[src/shared/dser_pkg.sv]
package dser_pkg;

    localparam int NUM_CTRL = 4;
    localparam int NUM_CHAN = 4;
    localparam int NUM_TOT  = NUM_CTRL * NUM_CHAN;
    localparam int NUM_SRC  = 20;
    localparam int CODE_W   = 4;
    localparam int NUM_CODE = 16;
    localparam int ADDR_W   = 16;
    localparam int DATA_W   = 32;
    localparam int REG_W    = 16;

    // Register indices; byte address is four times the index
    localparam logic [15:0] IDX_FLAG   = 16'h1C30;
    localparam logic [15:0] IDX_ENABLE = 16'h1C31;
    localparam logic [15:0] IDX_LOW_SRC  [NUM_CTRL] =
        '{16'h1C1A, 16'h1C1C, 16'h1C36, 16'h1C38};
    localparam logic [15:0] IDX_HIGH_SRC [NUM_CTRL] =
        '{16'h1C1B, 16'h1C1D, 16'h1C37, 16'h1C39};

    // Event source register fields
    localparam int EVEN_LSB = 0;
    localparam int ODD_LSB  = 8;

    localparam logic [CODE_W-1:0] CODE_RST = 4'h0;
    localparam logic [REG_W-1:0]  FLAG_RST = 16'h0000;
    localparam logic [REG_W-1:0]  ENA_RST  = 16'h0000;

    // Select codes
    localparam logic [CODE_W-1:0] CODE_PORT_TX  = 4'h1;
    localparam logic [CODE_W-1:0] CODE_PORT_RX  = 4'h2;
    localparam logic [CODE_W-1:0] CODE_ADC      = 4'h3;
    localparam logic [CODE_W-1:0] CODE_SAP3_TX  = 4'h4;
    localparam logic [CODE_W-1:0] CODE_SAP3_RX  = 4'h5;
    localparam logic [CODE_W-1:0] CODE_CARD0_TX = 4'h5;
    localparam logic [CODE_W-1:0] CODE_CARD0_RX = 4'h6;
    localparam logic [CODE_W-1:0] CODE_CARD1_TX = 4'h7;
    localparam logic [CODE_W-1:0] CODE_CARD1_RX = 4'h8;
    localparam logic [CODE_W-1:0] CODE_UART_TX  = 4'h5;
    localparam logic [CODE_W-1:0] CODE_UART_RX  = 4'h6;
    localparam logic [CODE_W-1:0] CODE_TIMER0   = 4'hC;
    localparam logic [CODE_W-1:0] CODE_TIMER1   = 4'hD;
    localparam logic [CODE_W-1:0] CODE_TIMER2   = 4'hE;

    // Bit positions of the event source input vector
    localparam int SRC_SAP0_TX  = 0;
    localparam int SRC_SAP0_RX  = 1;
    localparam int SRC_SAP1_TX  = 2;
    localparam int SRC_SAP1_RX  = 3;
    localparam int SRC_SAP2_TX  = 4;
    localparam int SRC_SAP2_RX  = 5;
    localparam int SRC_SAP3_TX  = 6;
    localparam int SRC_SAP3_RX  = 7;
    localparam int SRC_I2C_TX   = 8;
    localparam int SRC_I2C_RX   = 9;
    localparam int SRC_UART_TX  = 10;
    localparam int SRC_UART_RX  = 11;
    localparam int SRC_CARD0_TX = 12;
    localparam int SRC_CARD0_RX = 13;
    localparam int SRC_CARD1_TX = 14;
    localparam int SRC_CARD1_RX = 15;
    localparam int SRC_ADC      = 16;
    localparam int SRC_TIMER0   = 17;
    localparam int SRC_TIMER1   = 18;
    localparam int SRC_TIMER2   = 19;

    localparam logic [1:0] RESP_OKAY   = 2'h0;
    localparam logic [1:0] RESP_SLVERR = 2'h2;

endpackage

[src/rtl/dser_chan_select.sv]
`timescale 1ns/1ns
module dser_chan_select import dser_pkg::*; (
    input  wire logic                clk_i,
    input  wire logic                reset_i,
    input  wire logic [NUM_CODE-1:0] event_lines_i,
    input  wire logic [CODE_W-1:0]   code_i,
    input  wire logic                wait_en_i,
    output logic                     req_o
);

    typedef struct packed {
        logic req;
    } dser_sel_s;

    dser_sel_s state_reg;
    dser_sel_s state_next;

    // Reserved codes index lines that are tied low
    always_comb begin
        state_next     = state_reg;
        state_next.req = wait_en_i & event_lines_i[code_i];
    end

    always_ff @(posedge clk_i) begin
        if (reset_i) begin
            state_reg <= '0;
        end else begin
            state_reg <= state_next;
        end
    end

    assign req_o = state_reg.req;

endmodule // dser_chan_select

[src/rtl/dser_axil_slave.sv]
`timescale 1ns/1ns
module dser_axil_slave import dser_pkg::*; (
    input  wire logic              clk_i,
    input  wire logic              reset_i,
    input  wire logic [ADDR_W-1:0] s_axi_awaddr_i,
    input  wire logic              s_axi_awvalid_i,
    output logic                   s_axi_awready_o,
    input  wire logic [DATA_W-1:0] s_axi_wdata_i,
    input  wire logic [3:0]        s_axi_wstrb_i,
    input  wire logic              s_axi_wvalid_i,
    output logic                   s_axi_wready_o,
    output logic [1:0]             s_axi_bresp_o,
    output logic                   s_axi_bvalid_o,
    input  wire logic              s_axi_bready_i,
    input  wire logic [ADDR_W-1:0] s_axi_araddr_i,
    input  wire logic              s_axi_arvalid_i,
    output logic                   s_axi_arready_o,
    output logic [DATA_W-1:0]      s_axi_rdata_o,
    output logic [1:0]             s_axi_rresp_o,
    output logic                   s_axi_rvalid_o,
    input  wire logic              s_axi_rready_i,
    output logic                   wr_req_o,
    output logic [ADDR_W-1:0]      wr_addr_o,
    output logic [DATA_W-1:0]      wr_data_o,
    output logic [3:0]             wr_strb_o,
    input  wire logic              wr_hit_i,
    output logic [ADDR_W-1:0]      rd_addr_o,
    input  wire logic [DATA_W-1:0] rd_data_i,
    input  wire logic              rd_hit_i
);

    typedef struct packed {
        logic              aw_full;
        logic [ADDR_W-1:0] awaddr;
        logic              w_full;
        logic [DATA_W-1:0] wdata;
        logic [3:0]        wstrb;
        logic              bvalid;
        logic [1:0]        bresp;
        logic              rvalid;
        logic [DATA_W-1:0] rdata;
        logic [1:0]        rresp;
    } dser_axi_s;

    dser_axi_s state_reg;
    dser_axi_s state_next;

    // No new write is taken until the response has left
    assign s_axi_awready_o = ~state_reg.aw_full & ~state_reg.bvalid;
    assign s_axi_wready_o  = ~state_reg.w_full & ~state_reg.bvalid;
    assign s_axi_arready_o = ~state_reg.rvalid;
    assign wr_req_o = state_reg.aw_full & state_reg.w_full
                      & ~state_reg.bvalid;
    assign rd_addr_o = s_axi_araddr_i;

    always_comb begin
        state_next = state_reg;
        if (s_axi_awvalid_i && s_axi_awready_o) begin
            state_next.aw_full = 1'b1;
            state_next.awaddr  = s_axi_awaddr_i;
        end
        if (s_axi_wvalid_i && s_axi_wready_o) begin
            state_next.w_full = 1'b1;
            state_next.wdata  = s_axi_wdata_i;
            state_next.wstrb  = s_axi_wstrb_i;
        end
        if (wr_req_o) begin
            state_next.aw_full = 1'b0;
            state_next.w_full  = 1'b0;
            state_next.bvalid  = 1'b1;
            state_next.bresp   = wr_hit_i ? RESP_OKAY : RESP_SLVERR;
        end else if (state_reg.bvalid && s_axi_bready_i) begin
            state_next.bvalid = 1'b0;
        end
        if (s_axi_arvalid_i && s_axi_arready_o) begin
            state_next.rvalid = 1'b1;
            state_next.rdata  = rd_data_i;
            state_next.rresp  = rd_hit_i ? RESP_OKAY : RESP_SLVERR;
        end else if (state_reg.rvalid && s_axi_rready_i) begin
            state_next.rvalid = 1'b0;
        end
    end

    always_ff @(posedge clk_i) begin
        if (reset_i) begin
            state_reg <= '0;
        end else begin
            state_reg <= state_next;
        end
    end

    assign wr_addr_o      = state_reg.awaddr;
    assign wr_data_o      = state_reg.wdata;
    assign wr_strb_o      = state_reg.wstrb;
    assign s_axi_bvalid_o = state_reg.bvalid;
    assign s_axi_bresp_o  = state_reg.bresp;
    assign s_axi_rvalid_o = state_reg.rvalid;
    assign s_axi_rdata_o  = state_reg.rdata;
    assign s_axi_rresp_o  = state_reg.rresp;

endmodule // dser_axil_slave

[src/rtl/dser_event_router.sv]
`timescale 1ns/1ns
// How it works
// - There are four controllers of four channels, each channel with
//   its own event selection.
// - The controllers move data in the background; this block only
//   starts them and reports their completion.
// - Each channel gets its own event request that starts its transfer.
// - Each channel has its own completion interrupt toward the CPU.
// - A channel can be synchronised to any event of its controller.
// - Twenty distinct event sources exist across the system.
// - Every channel picks its event independently of the others.
// - Codes C, D and E pick timers 0 to 2; 0, 9 to B and F are reserved.
// - Controller 0 maps audio port 0 and card hosts 0 and 1; controller
//   1 maps audio port 2 and the UART.
// - Controller 2 maps I2C, the converter and audio port 3;
//   controller 3 maps audio port 1; other non-timer codes are reserved.
// - The selected event reaches a channel only while its sync wait
//   enable is 1.
// - The low source register serves channels 0 and 1, the high one
//   channels 2 and 3.
// - Even channel code in bits 3:0, odd in 11:8, other bits read
//   zero, codes reset to zero.
// - Any number of channels and controllers may share one event.
module dser_event_router import dser_pkg::*; (
    input  wire logic               clk_i,
    input  wire logic               reset_i,
    input  wire logic [ADDR_W-1:0]  s_axi_awaddr_i,
    input  wire logic               s_axi_awvalid_i,
    output logic                    s_axi_awready_o,
    input  wire logic [DATA_W-1:0]  s_axi_wdata_i,
    input  wire logic [3:0]         s_axi_wstrb_i,
    input  wire logic               s_axi_wvalid_i,
    output logic                    s_axi_wready_o,
    output logic [1:0]              s_axi_bresp_o,
    output logic                    s_axi_bvalid_o,
    input  wire logic               s_axi_bready_i,
    input  wire logic [ADDR_W-1:0]  s_axi_araddr_i,
    input  wire logic               s_axi_arvalid_i,
    output logic                    s_axi_arready_o,
    output logic [DATA_W-1:0]       s_axi_rdata_o,
    output logic [1:0]              s_axi_rresp_o,
    output logic                    s_axi_rvalid_o,
    input  wire logic               s_axi_rready_i,
    input  wire logic [NUM_SRC-1:0] event_src_i,
    input  wire logic [NUM_TOT-1:0] sync_wait_enable_i,
    input  wire logic [NUM_TOT-1:0] chan_done_i,
    output logic [NUM_TOT-1:0]      chan_sync_req_o,
    output logic [NUM_TOT-1:0]      chan_irq_o,
    output logic                    dma_irq_o
);

    typedef struct packed {
        logic [NUM_SRC-1:0]        src_prev;
        logic [NUM_TOT*CODE_W-1:0] codes;
        logic [REG_W-1:0]          flag;
        logic [REG_W-1:0]          enable;
        logic [NUM_TOT-1:0]        irq_ch;
        logic                      irq;
    } dser_main_s;

    dser_main_s state_reg;
    dser_main_s state_next;

    logic                     wr_req;
    logic [ADDR_W-1:0]        wr_addr;
    logic [DATA_W-1:0]        wr_data;
    logic [3:0]               wr_strb;
    logic                     wr_hit;
    logic [ADDR_W-1:0]        rd_addr;
    logic [DATA_W-1:0]        rd_data;
    logic                     rd_hit;
    logic [NUM_SRC-1:0]       src_pulse;
    logic [4:0]               wr_sel;
    logic [4:0]               rd_sel;

    // Register decode: bit 4 is the hit, bits 3:0 pick the register.
    // 0 flag, 1 enable, 2+2n low source of n, 3+2n high source of n.
    function automatic logic [4:0] reg_decode(
        input logic [ADDR_W-1:0] addr
    );
        logic [ADDR_W-3:0] word;
        logic [4:0]        res;
        word = addr[ADDR_W-1:2];
        res  = 5'h00;
        if (word == IDX_FLAG[ADDR_W-3:0]) begin
            res = 5'h10;
        end
        if (word == IDX_ENABLE[ADDR_W-3:0]) begin
            res = 5'h11;
        end
        for (int n = 0; n < NUM_CTRL; n++) begin
            if (word == IDX_LOW_SRC[n][ADDR_W-3:0]) begin
                res = {1'b1, 4'(2 + 2 * n)};
            end
            if (word == IDX_HIGH_SRC[n][ADDR_W-3:0]) begin
                res = {1'b1, 4'(3 + 2 * n)};
            end
        end
        return res;
    endfunction

    // Per controller table of code to event line; unlisted codes stay low
    function automatic logic [NUM_CODE-1:0] code_lines(
        input int                 ctrl,
        input logic [NUM_SRC-1:0] p
    );
        logic [NUM_CODE-1:0] l;
        l = '0;
        l[CODE_TIMER0] = p[SRC_TIMER0];
        l[CODE_TIMER1] = p[SRC_TIMER1];
        l[CODE_TIMER2] = p[SRC_TIMER2];
        unique case (ctrl)
            0: begin
                l[CODE_PORT_TX]  = p[SRC_SAP0_TX];
                l[CODE_PORT_RX]  = p[SRC_SAP0_RX];
                l[CODE_CARD0_TX] = p[SRC_CARD0_TX];
                l[CODE_CARD0_RX] = p[SRC_CARD0_RX];
                l[CODE_CARD1_TX] = p[SRC_CARD1_TX];
                l[CODE_CARD1_RX] = p[SRC_CARD1_RX];
            end
            1: begin
                l[CODE_PORT_TX] = p[SRC_SAP2_TX];
                l[CODE_PORT_RX] = p[SRC_SAP2_RX];
                l[CODE_UART_TX] = p[SRC_UART_TX];
                l[CODE_UART_RX] = p[SRC_UART_RX];
            end
            2: begin
                l[CODE_PORT_TX] = p[SRC_I2C_TX];
                l[CODE_PORT_RX] = p[SRC_I2C_RX];
                l[CODE_ADC]     = p[SRC_ADC];
                l[CODE_SAP3_TX] = p[SRC_SAP3_TX];
                l[CODE_SAP3_RX] = p[SRC_SAP3_RX];
            end
            default: begin
                l[CODE_PORT_TX] = p[SRC_SAP1_TX];
                l[CODE_PORT_RX] = p[SRC_SAP1_RX];
            end
        endcase
        return l;
    endfunction

    // Source register image of controller n, half h (0 low, 1 high)
    function automatic logic [REG_W-1:0] src_image(
        input logic [NUM_TOT*CODE_W-1:0] codes,
        input int                        n,
        input int                        h
    );
        logic [REG_W-1:0] v;
        int               ch;
        ch = n * NUM_CHAN + 2 * h;
        v  = '0;
        v[EVEN_LSB +: CODE_W] = codes[ch * CODE_W +: CODE_W];
        v[ODD_LSB +: CODE_W]  = codes[(ch + 1) * CODE_W +: CODE_W];
        return v;
    endfunction

    dser_axil_slave u_bus (
        .clk_i           (clk_i),
        .reset_i         (reset_i),
        .s_axi_awaddr_i  (s_axi_awaddr_i),
        .s_axi_awvalid_i (s_axi_awvalid_i),
        .s_axi_awready_o (s_axi_awready_o),
        .s_axi_wdata_i   (s_axi_wdata_i),
        .s_axi_wstrb_i   (s_axi_wstrb_i),
        .s_axi_wvalid_i  (s_axi_wvalid_i),
        .s_axi_wready_o  (s_axi_wready_o),
        .s_axi_bresp_o   (s_axi_bresp_o),
        .s_axi_bvalid_o  (s_axi_bvalid_o),
        .s_axi_bready_i  (s_axi_bready_i),
        .s_axi_araddr_i  (s_axi_araddr_i),
        .s_axi_arvalid_i (s_axi_arvalid_i),
        .s_axi_arready_o (s_axi_arready_o),
        .s_axi_rdata_o   (s_axi_rdata_o),
        .s_axi_rresp_o   (s_axi_rresp_o),
        .s_axi_rvalid_o  (s_axi_rvalid_o),
        .s_axi_rready_i  (s_axi_rready_i),
        .wr_req_o        (wr_req),
        .wr_addr_o       (wr_addr),
        .wr_data_o       (wr_data),
        .wr_strb_o       (wr_strb),
        .wr_hit_i        (wr_hit),
        .rd_addr_o       (rd_addr),
        .rd_data_i       (rd_data),
        .rd_hit_i        (rd_hit)
    );

    assign wr_sel = reg_decode(wr_addr);
    assign rd_sel = reg_decode(rd_addr);
    assign wr_hit = wr_sel[4];
    assign rd_hit = rd_sel[4];

    // Level sources collapse to one pulse per rising edge
    assign src_pulse = event_src_i & ~state_reg.src_prev;

    always_comb begin
        rd_data = '0;
        if (rd_sel == 5'h10) begin
            rd_data[REG_W-1:0] = state_reg.flag;
        end else if (rd_sel == 5'h11) begin
            rd_data[REG_W-1:0] = state_reg.enable;
        end else if (rd_hit) begin
            rd_data[REG_W-1:0] = src_image(state_reg.codes,
                                           int'(rd_sel[3:1]) - 1,
                                           int'(rd_sel[0]));
        end
    end

    always_comb begin
        int               ch;
        logic [REG_W-1:0] clr;
        ch         = 0;
        clr        = '0;
        state_next = state_reg;
        state_next.src_prev = event_src_i;
        if (wr_req && wr_sel == 5'h10) begin
            clr = {{8{wr_strb[1]}}, {8{wr_strb[0]}}} & wr_data[REG_W-1:0];
        end
        if (wr_req && wr_sel == 5'h11) begin
            if (wr_strb[0]) begin
                state_next.enable[7:0] = wr_data[7:0];
            end
            if (wr_strb[1]) begin
                state_next.enable[15:8] = wr_data[15:8];
            end
        end
        if (wr_req && wr_hit && wr_sel[3:1] != 3'h0) begin
            // Each channel owns its field; others are never touched
            ch = (int'(wr_sel[3:1]) - 1) * NUM_CHAN + 2 * int'(wr_sel[0]);
            if (wr_strb[0]) begin
                state_next.codes[ch * CODE_W +: CODE_W] =
                    wr_data[EVEN_LSB +: CODE_W];
            end
            if (wr_strb[1]) begin
                state_next.codes[(ch + 1) * CODE_W +: CODE_W] =
                    wr_data[ODD_LSB +: CODE_W];
            end
        end
        // A completion in the clearing cycle keeps its flag set
        state_next.flag   = (state_reg.flag & ~clr) | chan_done_i;
        state_next.irq_ch = state_reg.flag & state_reg.enable;
        state_next.irq    = |(state_reg.flag & state_reg.enable);
    end

    always_ff @(posedge clk_i) begin
        if (reset_i) begin
            state_reg        <= '0;
            state_reg.codes  <= {NUM_TOT{CODE_RST}};
            state_reg.flag   <= FLAG_RST;
            state_reg.enable <= ENA_RST;
        end else begin
            state_reg <= state_next;
        end
    end

    // One selector per channel, each fed the full line set of its
    // controller, so any number of channels can share an event.
    // The transfers themselves run in the controllers in the background.
    for (genvar n = 0; n < NUM_CTRL; n++) begin : g_ctrl
        logic [NUM_CODE-1:0] lines;
        assign lines = code_lines(n, src_pulse);
        for (genvar m = 0; m < NUM_CHAN; m++) begin : g_chan
            localparam int CH = n * NUM_CHAN + m;
            dser_chan_select u_sel (
                .clk_i         (clk_i),
                .reset_i       (reset_i),
                .event_lines_i (lines),
                .code_i        (state_reg.codes[CH * CODE_W +: CODE_W]),
                .wait_en_i     (sync_wait_enable_i[CH]),
                .req_o         (chan_sync_req_o[CH])
            );
        end
    end

    assign chan_irq_o = state_reg.irq_ch;
    assign dma_irq_o  = state_reg.irq;

endmodule // dser_event_router

[config.mk]
export PLATFORM = sky130hd
export DESIGN_NAME = dser_event_router
export DESIGN_NICKNAME = d
export VERILOG_FILES = /design/src/shared/dser_pkg.sv /design/src/rtl/dser_chan_select.sv /design/src/rtl/dser_axil_slave.sv /design/src/rtl/dser_event_router.sv
export SDC_FILE = /design/constraint.sdc
export NUM_CORES = 1
export LEC_CHECK = 0
export ABC_AREA = 1
export BUFFER_PORTS_ARGS = -buffer_cell sky130_fd_sc_hd__clkbuf_2
export CELL_PAD_IN_SITES_DETAIL_PLACEMENT = 0
export CELL_PAD_IN_SITES_GLOBAL_PLACEMENT = 1
export CORE_MARGIN = 2
export CORE_UTILIZATION = 37
export CTS_BUF_LIST = sky130_fd_sc_hd__clkbuf_8
export DETAILED_ROUTE_END_ITERATION = 16
export GPL_TIMING_DRIVEN = 0
export PLACE_DENSITY = 0.88
export SLEW_MARGIN = 10
export SYNTH_ARGS = -nofsm -noshare
export SYNTH_HDL_FRONTEND = slang
export SYNTH_SLANG_ARGS = --single-unit
[constraint.sdc]
create_clock -name clk_i -period 3.7 [get_ports clk_i]
set_input_delay 0.74 -clock clk_i [delete_from_list [all_inputs] [get_ports clk_i]]
set_output_delay 0.74 -clock clk_i [all_outputs]
set_load 0.1 [all_outputs]
# After elaboration in Yosys (flattened, before gate mapping)
# Index checks and enable logic that the tools add are counted.
[totals]
reg_bits = 207
input_bits = 127
output_inout_bits = 74
elab_cells = 201
[classes]
add_sub_neg = 8
order_cmp = 16
n_eq_ne = 24
shift = 6
muxes = 67
bitwise = 31
reduce_logical = 16
[op_table]
columns = ["operator", "count"]
rows = [
  ["$eq 14x13->1 const B", 20],
  ["$mux 64", 3],
  ["$bwmux 64", 2],
  ["$shift 4x33->64 const A", 2],
  ["$shiftx 4x33->64", 2],
  ["$mux 5", 20],
  ["$lt 4x5->1 const B", 16],
  ["$bmux 1 s4", 16],
  ["$shiftx 64x10->4", 1],
  ["$shiftx 64x9->4", 1],
  ["$and 16x16->16", 3],
  ["$mux 16", 3],
  ["$neg 10->33", 1],
  ["$neg 9->33", 1],
  ["$and 1x1->1", 20],
  ["$and 20x20->20", 1],
  ["$eq 5x5->1 const B", 4],
  ["$mux 1", 20],
  ["$not 20->20", 1],
  ["$add 7x2->8 const B", 2],
  ["$not 16->16", 1],
  ["$or 16x16->16", 1],
  ["$reduce_or 16->1", 1],
  ["$add 6x3->7", 2],
  ["9 further kinds", 24],
]

# Depth between registers and ports, before layout
# Gate-level depths: netlist of the first run.
[depth]
ltp_word = 20
depth_mapped = 25

# Hierarchy
# From an unflattened synthesis of the first run, not the netlist that was laid out.
[unflattened]
cells_unflattened = 2643
area_unflattened_um2 = 15642.5
[by_module_without_submodules]
columns = ["mod", "instances", "cells_per_inst", "area_each_um2", "seq_area_each_um2"]
rows = [
  ["dser_event_router", 1, 1211, 7596.0, 2662.6],
  ["dser_axil_slave", 1, 616, 4383.0, 1801.7],
  ["dser_chan_select", 16, 51, 229.0, 20.0],
]

# Least setup slack after synthesis of the first run
# No wires, ideal clock.
[synth_path]
path_kind = "reg-to-reg"
from = "register u_bus.state_reg, in the netlist u_bus.wr_addr_o[8]"
to = "register state_reg[105] (netlist bit)"
setup_ns = 0.123
arrival_ns = 3.500
required_time_ns = 3.577
slack_ns = 0.077
stages_incl_launch_ff = 21
path_cell_list = "dfxtp_1 > nor2_1 > nand3_1 > nor3_2 > a22oi_1 > ha_1 > ha_1 > inv_1 > nor3_2 > ha_1 > inv_2 > nor4_1 > nand3_1 > nand2_1 > inv_1 > nor3_1 > nand2_1 > nor2_1 > nand3_1 > o21ai_0 > a21oi_1"
[synth_via]
elab_chain_len = 19
[synth_rtl]
columns = ["item", "line_no", "source"]
rows = [
  ["start, declared", "dser_axil_slave.sv:45", "dser_axi_s state_reg;"],
  ["start signal, assigned", "dser_axil_slave.sv:88", "state_reg <= state_next;"],
  ["$eq 14x13->1", "dser_event_router.sv:88", "if (word == IDX_ENABLE[ADDR_W-3:0]) begin"],
  ["$mux 5", "dser_event_router.sv:88", ""],
  ["$mux 5", "dser_event_router.sv:92", "if (word == IDX_LOW_SRC[n][ADDR_W-3:0]) begin"],
  ["$mux 5", "dser_event_router.sv:95", "if (word == IDX_HIGH_SRC[n][ADDR_W-3:0]) begin"],
  ["$mux 5", "dser_event_router.sv:92", ""],
  ["$mux 5", "dser_event_router.sv:95", ""],
  ["$mux 5", "dser_event_router.sv:92", ""],
  ["$mux 5", "dser_event_router.sv:95", ""],
  ["$mux 5", "dser_event_router.sv:92", ""],
  ["$mux 5 *", "dser_event_router.sv:95", ""],
  ["branches (longest 9 deep; another with $neg 10->33)", "n/a", ""],
  ["end signal, assigned", "dser_event_router.sv:251", "state_reg <= state_next;"],
  ["end, declared", "dser_event_router.sv:61", "dser_main_s state_reg;"],
]
# Mark *: on every way between the ends. The select of a mux whose other input is x is not followed.
# A chain may end at the register's enable or synchronous reset.

# Worst setup path in the final report of the first run
[layout_path]
from = "register u_bus.state_reg, in the netlist u_bus.wr_addr_o[15]"
to = "register state_reg[57] (netlist bit)"
# Same word-level chain as after synthesis.

==> results.yml, run 1 <==
outcome:
  status: "finished, final reports clean"
detailed_routing:
  drtAntennaViolNets: 0
  routedWlPerCell_um: 16.5
  drc: 0
  viasPerCell: 5.09
  vias: 11100
  drt-initial-drc-count: 814
  routed_wl_mm: 35.9
  dr.pass1.iters: 8
synth:
  synth_edf_count: 0
  ys_ff_latch: 203
  syn_avg_cell_area_sq_um: 6.90
  synth.most_common_cell: "nand2_1"
  yosysTopAreaCellShare: 0.380
  synthArstFlopShare: 0
  synth_area_sq_mm: 0.0107
  yosys-top-cells-area: "dfxtp_1 38%, nand2_1 8.3%, nor2_1 7.1%"
  ys_types: 50
  synthCells: 1548
  yosysSeqAreaShare: 0.380
  synthTopCellsByCount: "235 x nand2_1, 203 x dfxtp_1, 201 x nor2_1, 189 x inv_1, 147 x a21oi_1"
  synth_ff_type: "dfxtp_1"
  synth_top_area_cell: "dfxtp_1"
  yosys_warnings: 0
timing:
  finalWorstSetupSlack_ps: 68.7
  maxSlewHeadroom: 0.387
  finalSetupViolCount: 0
  fmaxAchievable_ghz: 0.275
  period_share: 0.981
  fin_tns_setup_ps: 0
  min_period_ps: 3630
  holdWs_ps: 415
  skew_ps: 21.2
  drv_slew: 0
  final_hold_viol_count: 0
  rsz0062_at_grt: "yes"
  worst_pin_slew_ps: 919
clocking:
  cts_tree: "yes"
  cts_buffers: 36
  htree_levels: 2
  clock-sinks: 203
  clk_latency_ps: 540
  clkTransAtPathRegs_ps: 60
  cts_max_path_buffers: 3
  cts_root_buf: "clkbuf_8"
global_route:
  track_usage: 0.234
  grt_max_degree: 15
  grt_antenna_before_repair: 0
  overflow: 0
  grt_pass1_vias: 10700
  grt_pass1_wl_mm: 56.4
place:
  place.gp.congestion: 0.936
  dpl_cell_area_sq_mm: 0.0120
  dp_hpwl_mm: 28.1
  dp_slack_ps: -890
  port_buffers: 160
final_layout:
  largest_reg_flops: 116
  drive_above_1_share: 0.228
  areaGrowthSynthToFinish_pct: 22.8
  utilization: 0.459
  final_area_sq_mm: 0.0131
  antennaDiodeCount: 0
  fill_cells: 3047
  nets: 1913
pwr:
  switching_share: 0.300
  peakVddDrop_uv: 200
  seqPwrFrac: 0.468
  power.switching_w: 0.00150
  power_frac_comb: 0.128
  power.density_mw_per_mm2: 381
  p_leak_nw: 5.80
  p_int_w: 0.00350
  clkPwrFrac: 0.404
die:
  rows: 62
  start_util: 0.374
  dieWidth_um: 174
  dieArea_sq_mm: 0.0303
  die_y_um: 174
  num_io_pins: 201
  core_area_sq_mm: 0.0285
critical_path:
  r2r_start: "u_bus.wr_addr_o[15]$_SDFFE_PP0P_"
  r2r-end: "state_reg[57]$_SDFFE_PP0P_"
  crit_start: "u_bus.wr_addr_o[15]$_SDFFE_PP0P_"
  crit_required_ps: 4140
  critical_path_class: "reg -> reg"
  cp.arrival_ps: 4070
  rr_worst_depth: 23
  cp-end-kind: "flip-flop"
  cp-endpoint: "state_reg[57]$_SDFFE_PP0P_"
  cp_max_fo: 8
  ff2ff_setup_slack_ps: 70
  crit_path_start_kind: "flip-flop"
flow_run:
  cap_violations: 0
worst_hold_path:
  hp-class: "in -> reg"
[worst min-delay path by stage]
stage,from,endpoint,slack (ps),cells after the start
finish,event_src_i[1],state_reg[114]$_SDFF_PP0_,410,3
global route,event_src_i[12],state_reg[125]$_SDFF_PP0_,410,3
CTS,event_src_i[1],state_reg[114]$_SDFF_PP0_,400,3
detailed placement,u_bus.wr_addr_o[11]$_SDFFE_PP0P_,u_bus.wr_addr_o[11]$_SDFFE_PP0P_,440,2
global placement,u_bus.wr_addr_o[11]$_SDFFE_PP0P_,u_bus.wr_addr_o[11]$_SDFFE_PP0P_,440,2
floorplan,u_bus.wr_addr_o[15]$_SDFFE_PP0P_,u_bus.wr_addr_o[15]$_SDFFE_PP0P_,430,2
[critical path, cell delays in order (launching register included)]
cell and delay [ps]:
dfxtp_2 310, inv_2 50, nand4_1 100, nor2_2 160, inv_2 90, nor2_4 140, a22oi_2 120, ha_2 220
ha_4 300, buf_4 130, nand4_1 110, ha_1 290, inv_1 80, nand4_1 100, nor2_1 120, nand4_1 90
nand2_1 90, inv_2 60, nor3_4 150, nand2_2 120, nor2_4 180, buf_4 150, nand3_4 110, a211oi_1 250
[cell usage in the layout (no fill, tap or decap), drive strengths merged, types with 27 or more instances in the layout]
| cell type | count |
|---|---|
| nor2 | 210 |
| a21oi | 147 |
| nand2 | 244 |
| nand4 | 27 |
| o21ai | 152 |
| buf | 93 |
| dfxtp | 203 |
| clkbuf | 237 |
| inv | 214 |
| nand3 | 79 |
| nor3 | 35 |
[cell type report]
type                    count  area, sq um  share of cell area
clock buffers              40          551              0.0420
repair buffers            172          898              0.0685
plain buffers             118          731              0.0557
inverters                 204          778              0.0593
well taps                 384          480              0.0366
multi-input cells        1040         5480               0.418
flip-flops and latches    203         4070               0.310
clock inverters            21          126             0.00964
[power by group through the flow]
stage / logic, W / clock network (W) / registers, W
global route: 0.000693 / 0.00215 / 0.00235
global placement: 0.000622 / 0 / 0.00238
detailed placement: 0.000627 / 0 / 0.00238
floorplan: 0.000449 / 0 / 0.00236
finish: 0.000641 / 0.00202 / 0.00234
CTS: 0.000636 / 0.00206 / 0.00233
[routing by layer]
layer  global-route usage  up-vias  part of all wire
met4               0.0837        0             0.031
met2                0.387      381              0.46
met5                    0        -                 0
met1                0.313     5142              0.45
met3               0.0315       71             0.066
li1                     -     5510                 -
[logic make-up after synthesis]
| group | after synthesis | share of synthesized area |
|---|---|---|
| compound gates | 387 | 0.205 |
| xor+xnor | 3 | 0.00492 |
| fa+ha+maj | 11 | 0.0129 |
| buf+inv | 322 | 0.139 |
| flops | 203 | 0.380 |
| other cells | 1 | 0.000351 |
| simple gates | 621 | 0.257 |
[per-stage QoR]
step                      power [W]  cells
final                       0.00500   2182
after global routing        0.00519   2182
after CTS                   0.00503   2174
after detailed placement    0.00301   2109
after global placement      0.00300   2109
after floorplan             0.00281   1565
[repair_timing]
item,CTS,global route
setup endpoints to repair,28,28
buffers inserted,4,8
hold buffers,0,0
pin swaps,12,23
gates resized for setup,45,43
Power figures use the tool's default switching activity.
==> run 2, diff against run 1 <==
ABC_AREA = not set   (was 1)
CORE_UTILIZATION = 39   (was 37)
RECOVER_POWER = 100   (was not set)
TNS_END_PERCENT = 5   (was not set)
==> results.yml, run 2 <==
outcome:
  status: "finished, violations left"
  violations: "setup timing"
timing:
  fmaxAchievable_ghz: 0.268
  maxSlewHeadroom: 0.209
  min_period_ps: 3730
  period_share: 1.01
  finalWorstSetupSlack_ps: -29.0
  worst_pin_slew_ps: 1190
  drv_slew: 0
  fin_tns_setup_ps: -108
  rsz0062_at_grt: "yes"
  skew_ps: 23.0
  final_hold_viol_count: 0
  finalSetupViolCount: 7
synth:
  synth_ff_type: "dfxtp_1"
  synth_edf_count: 0
  yosysSeqAreaShare: 0.373
  yosys-top-cells-area: "dfxtp_1 37%, mux2i_1 7.3%, nand2_1 5.0%"
  ys_types: 75
  synth_area_sq_mm: 0.0109
  synth_top_area_cell: "dfxtp_1"
  ys_ff_latch: 203
  yosysTopAreaCellShare: 0.373
  synthArstFlopShare: 0
  synth.most_common_cell: "dfxtp_1"
  syn_avg_cell_area_sq_um: 8.27
  synthCells: 1318
  synthTopCellsByCount: "203 x dfxtp_1, 144 x nand2_1, 143 x nor2_1, 92 x a21oi_1, 79 x mux2i_1"
  yosys_warnings: 0
clocking:
  htree_levels: 2
  cts_tree: "yes"
  cts_root_buf: "clkbuf_8"
  cts_max_path_buffers: 3
  cts_buffers: 38
  clkTransAtPathRegs_ps: 60
  cts_hold_buf: 0
  clk_latency_ps: 540
  clock-sinks: 203
global_route:
  overflow: 0
  grt_pass1_vias: 10200
  track_usage: 0.245
  grt_max_degree: 15
  grt_antenna_before_repair: 0
  grt_pass1_wl_mm: 55.5
critical_path:
  rr_worst_depth: 17
  cp_max_fo: 8
  crit_start: "u_bus.wr_addr_o[11]$_SDFFE_PP0P_"
  crit_required_ps: 4110
  critical_path_class: "reg -> reg"
  cp-end-kind: "flip-flop"
  ff2ff_setup_slack_ps: -30
  r2r_start: "u_bus.wr_addr_o[11]$_SDFFE_PP0P_"
  r2r-end: "state_reg[73]$_SDFFE_PP0P_"
  crit_path_start_kind: "flip-flop"
  cp.arrival_ps: 4140
detailed_routing:
  drtAntennaViolNets: 0
  routedWlPerCell_um: 18.6
  vias: 10700
  routed_wl_mm: 36.5
  viasPerCell: 5.48
  drt-initial-drc-count: 845
  dr.pass1.iters: 6
  drc: 0
worst_hold_path:
  min_from: "event_src_i[8]"
  hp-class: "in -> reg"
  hold-path-endpoint: "state_reg[121]$_SDFF_PP0_"
  worst_hold_path.num_cells: 2
final_layout:
  drive_above_1_share: 0.202
  multi_input_area_sq_mm: 0.00620
  layout_common_cells: "201 x dfxtp_1, 144 x nand2_1, 141 x nor2_1"
  areaGrowthSynthToFinish_pct: 22.9
  largest_reg_flops: 116
  final_common_cell: "dfxtp_1"
  antennaDiodeCount: 0
  stdcell_count: 1959
  seq_area_sq_mm: 0.00407
  fill_cells: 2735
  nets: 1696
die:
  die_y_um: 171
  start_util: 0.394
  dieWidth_um: 171
  core_area_sq_mm: 0.0276
  rows: 61
  dieArea_sq_mm: 0.0293
  num_io_pins: 201
place:
  port_buffers: 159
  placedCellCount: 1872
  dp_hpwl_mm: 27.1
  place.gp.congestion: 0.970
pwr:
  p_leak_nw: 5.43
  peakVddDrop_uv: 223
  power.density_mw_per_mm2: 376
flow_run:
  cap_violations: 0
-- run 2: logic make-up (layout without fill, tap and decap cells) --
group	Yosys count	in the layout	synth area share
AOI/OAI and AO/OA	272	272	0.167
xor gates and xnor gates	8	8	0.00643
adders and majority gates	11	11	0.0126
buffers and inverters	179	425	0.0866
DFF	203	203	0.373
muxes	92	92	0.0860
other	1	18	0.000344
and+or+nand+nor	552	552	0.268
-- run 2: layout make-up --
cell class / count / area share
well taps: 378 / 0.0353
multi-input cells: 953 / 0.463
repair buffers: 187 / 0.0722
clock buffers: 47 / 0.0483
plain buffers: 143 / 0.0607
clock inverters: 16 / 0.00785
inverters: 32 / 0.00897
flip-flops and latches: 203 / 0.304
-- run 2: worst max path at each step --
stage | depth (start not counted) | slack [ps] | to
after floorplan | 19 | 10 | state_reg[92]$_SDFFE_PP0P_
after global placement | 19 | -530 | state_reg[59]$_SDFFE_PP0P_
after detailed placement | 18 | -600 | state_reg[51]$_SDFFE_PP0P_
after CTS | 22 | -140 | state_reg[51]$_SDFFE_PP0P_
after global routing | 14 | -240 | state_reg[73]$_SDFFE_PP0P_
final | 17 | -30 | state_reg[73]$_SDFFE_PP0P_
-- run 2: through the flow --
stage | hold WS (ps) | area [sq um] | setup slack (ps) | power, W | util
6_report | 429 | 13400 | -29.0 | 0.00504 | 0.485
5_1_grt | 431 | 13400 | -239 | 0.00521 | 0.485
4_1_cts | 419 | 13400 | -138 | 0.00505 | 0.484
3_5_place_dp | 451 | 12300 | -605 | 0.00290 | 0.446
3_3_place_gp | 444 | 12300 | -526 | 0.00289 | 0.446
2_1_floorplan | 436 | 11100 | 13.5 | 0.00270 | -
-- run 2: metal layers --
layer | GRT usage | vias to the layer above | part of all wire
li1 | - | 5097 | -
met4 | 0.0932 | 0 | 0.035
met1 | 0.327 | 5118 | 0.44
met3 | 0.0370 | 80 | 0.070
met5 | 0 | - | 0
met2 | 0.400 | 442 | 0.46
-- run 2: timing repair --
action	in CTS	in global routing
resized for setup	21	27
hold endpoints to repair	0	0
pin swaps	17	20
buffers inserted	24	5
endpoints found under the setup margin	28	47
gates cloned	0	0
-- run 2: critical path, stage by stage, from the launching register on --
cell and delay (ps):
dfxtp_2 330, nor4b_4 360, nand4_2 170, buf_6 170, nor2_4 90, inv_2 60
ha_4 160, ha_4 290, nor2b_4 170, nand3_4 90, inv_2 90, ha_4 210
nor4bb_4 290, nand3_1 160, a21oi_4 270, nand4b_4 210, or2_4 340, mux2i_1 130
-- run 2: where the power goes --
group	switching, W	leakage (nW)	internal (W)
combinational	0.000399	3.36	0.000167
clock	0.000963	0.418	0.00121
sequential	0.0000529	1.65	0.00224
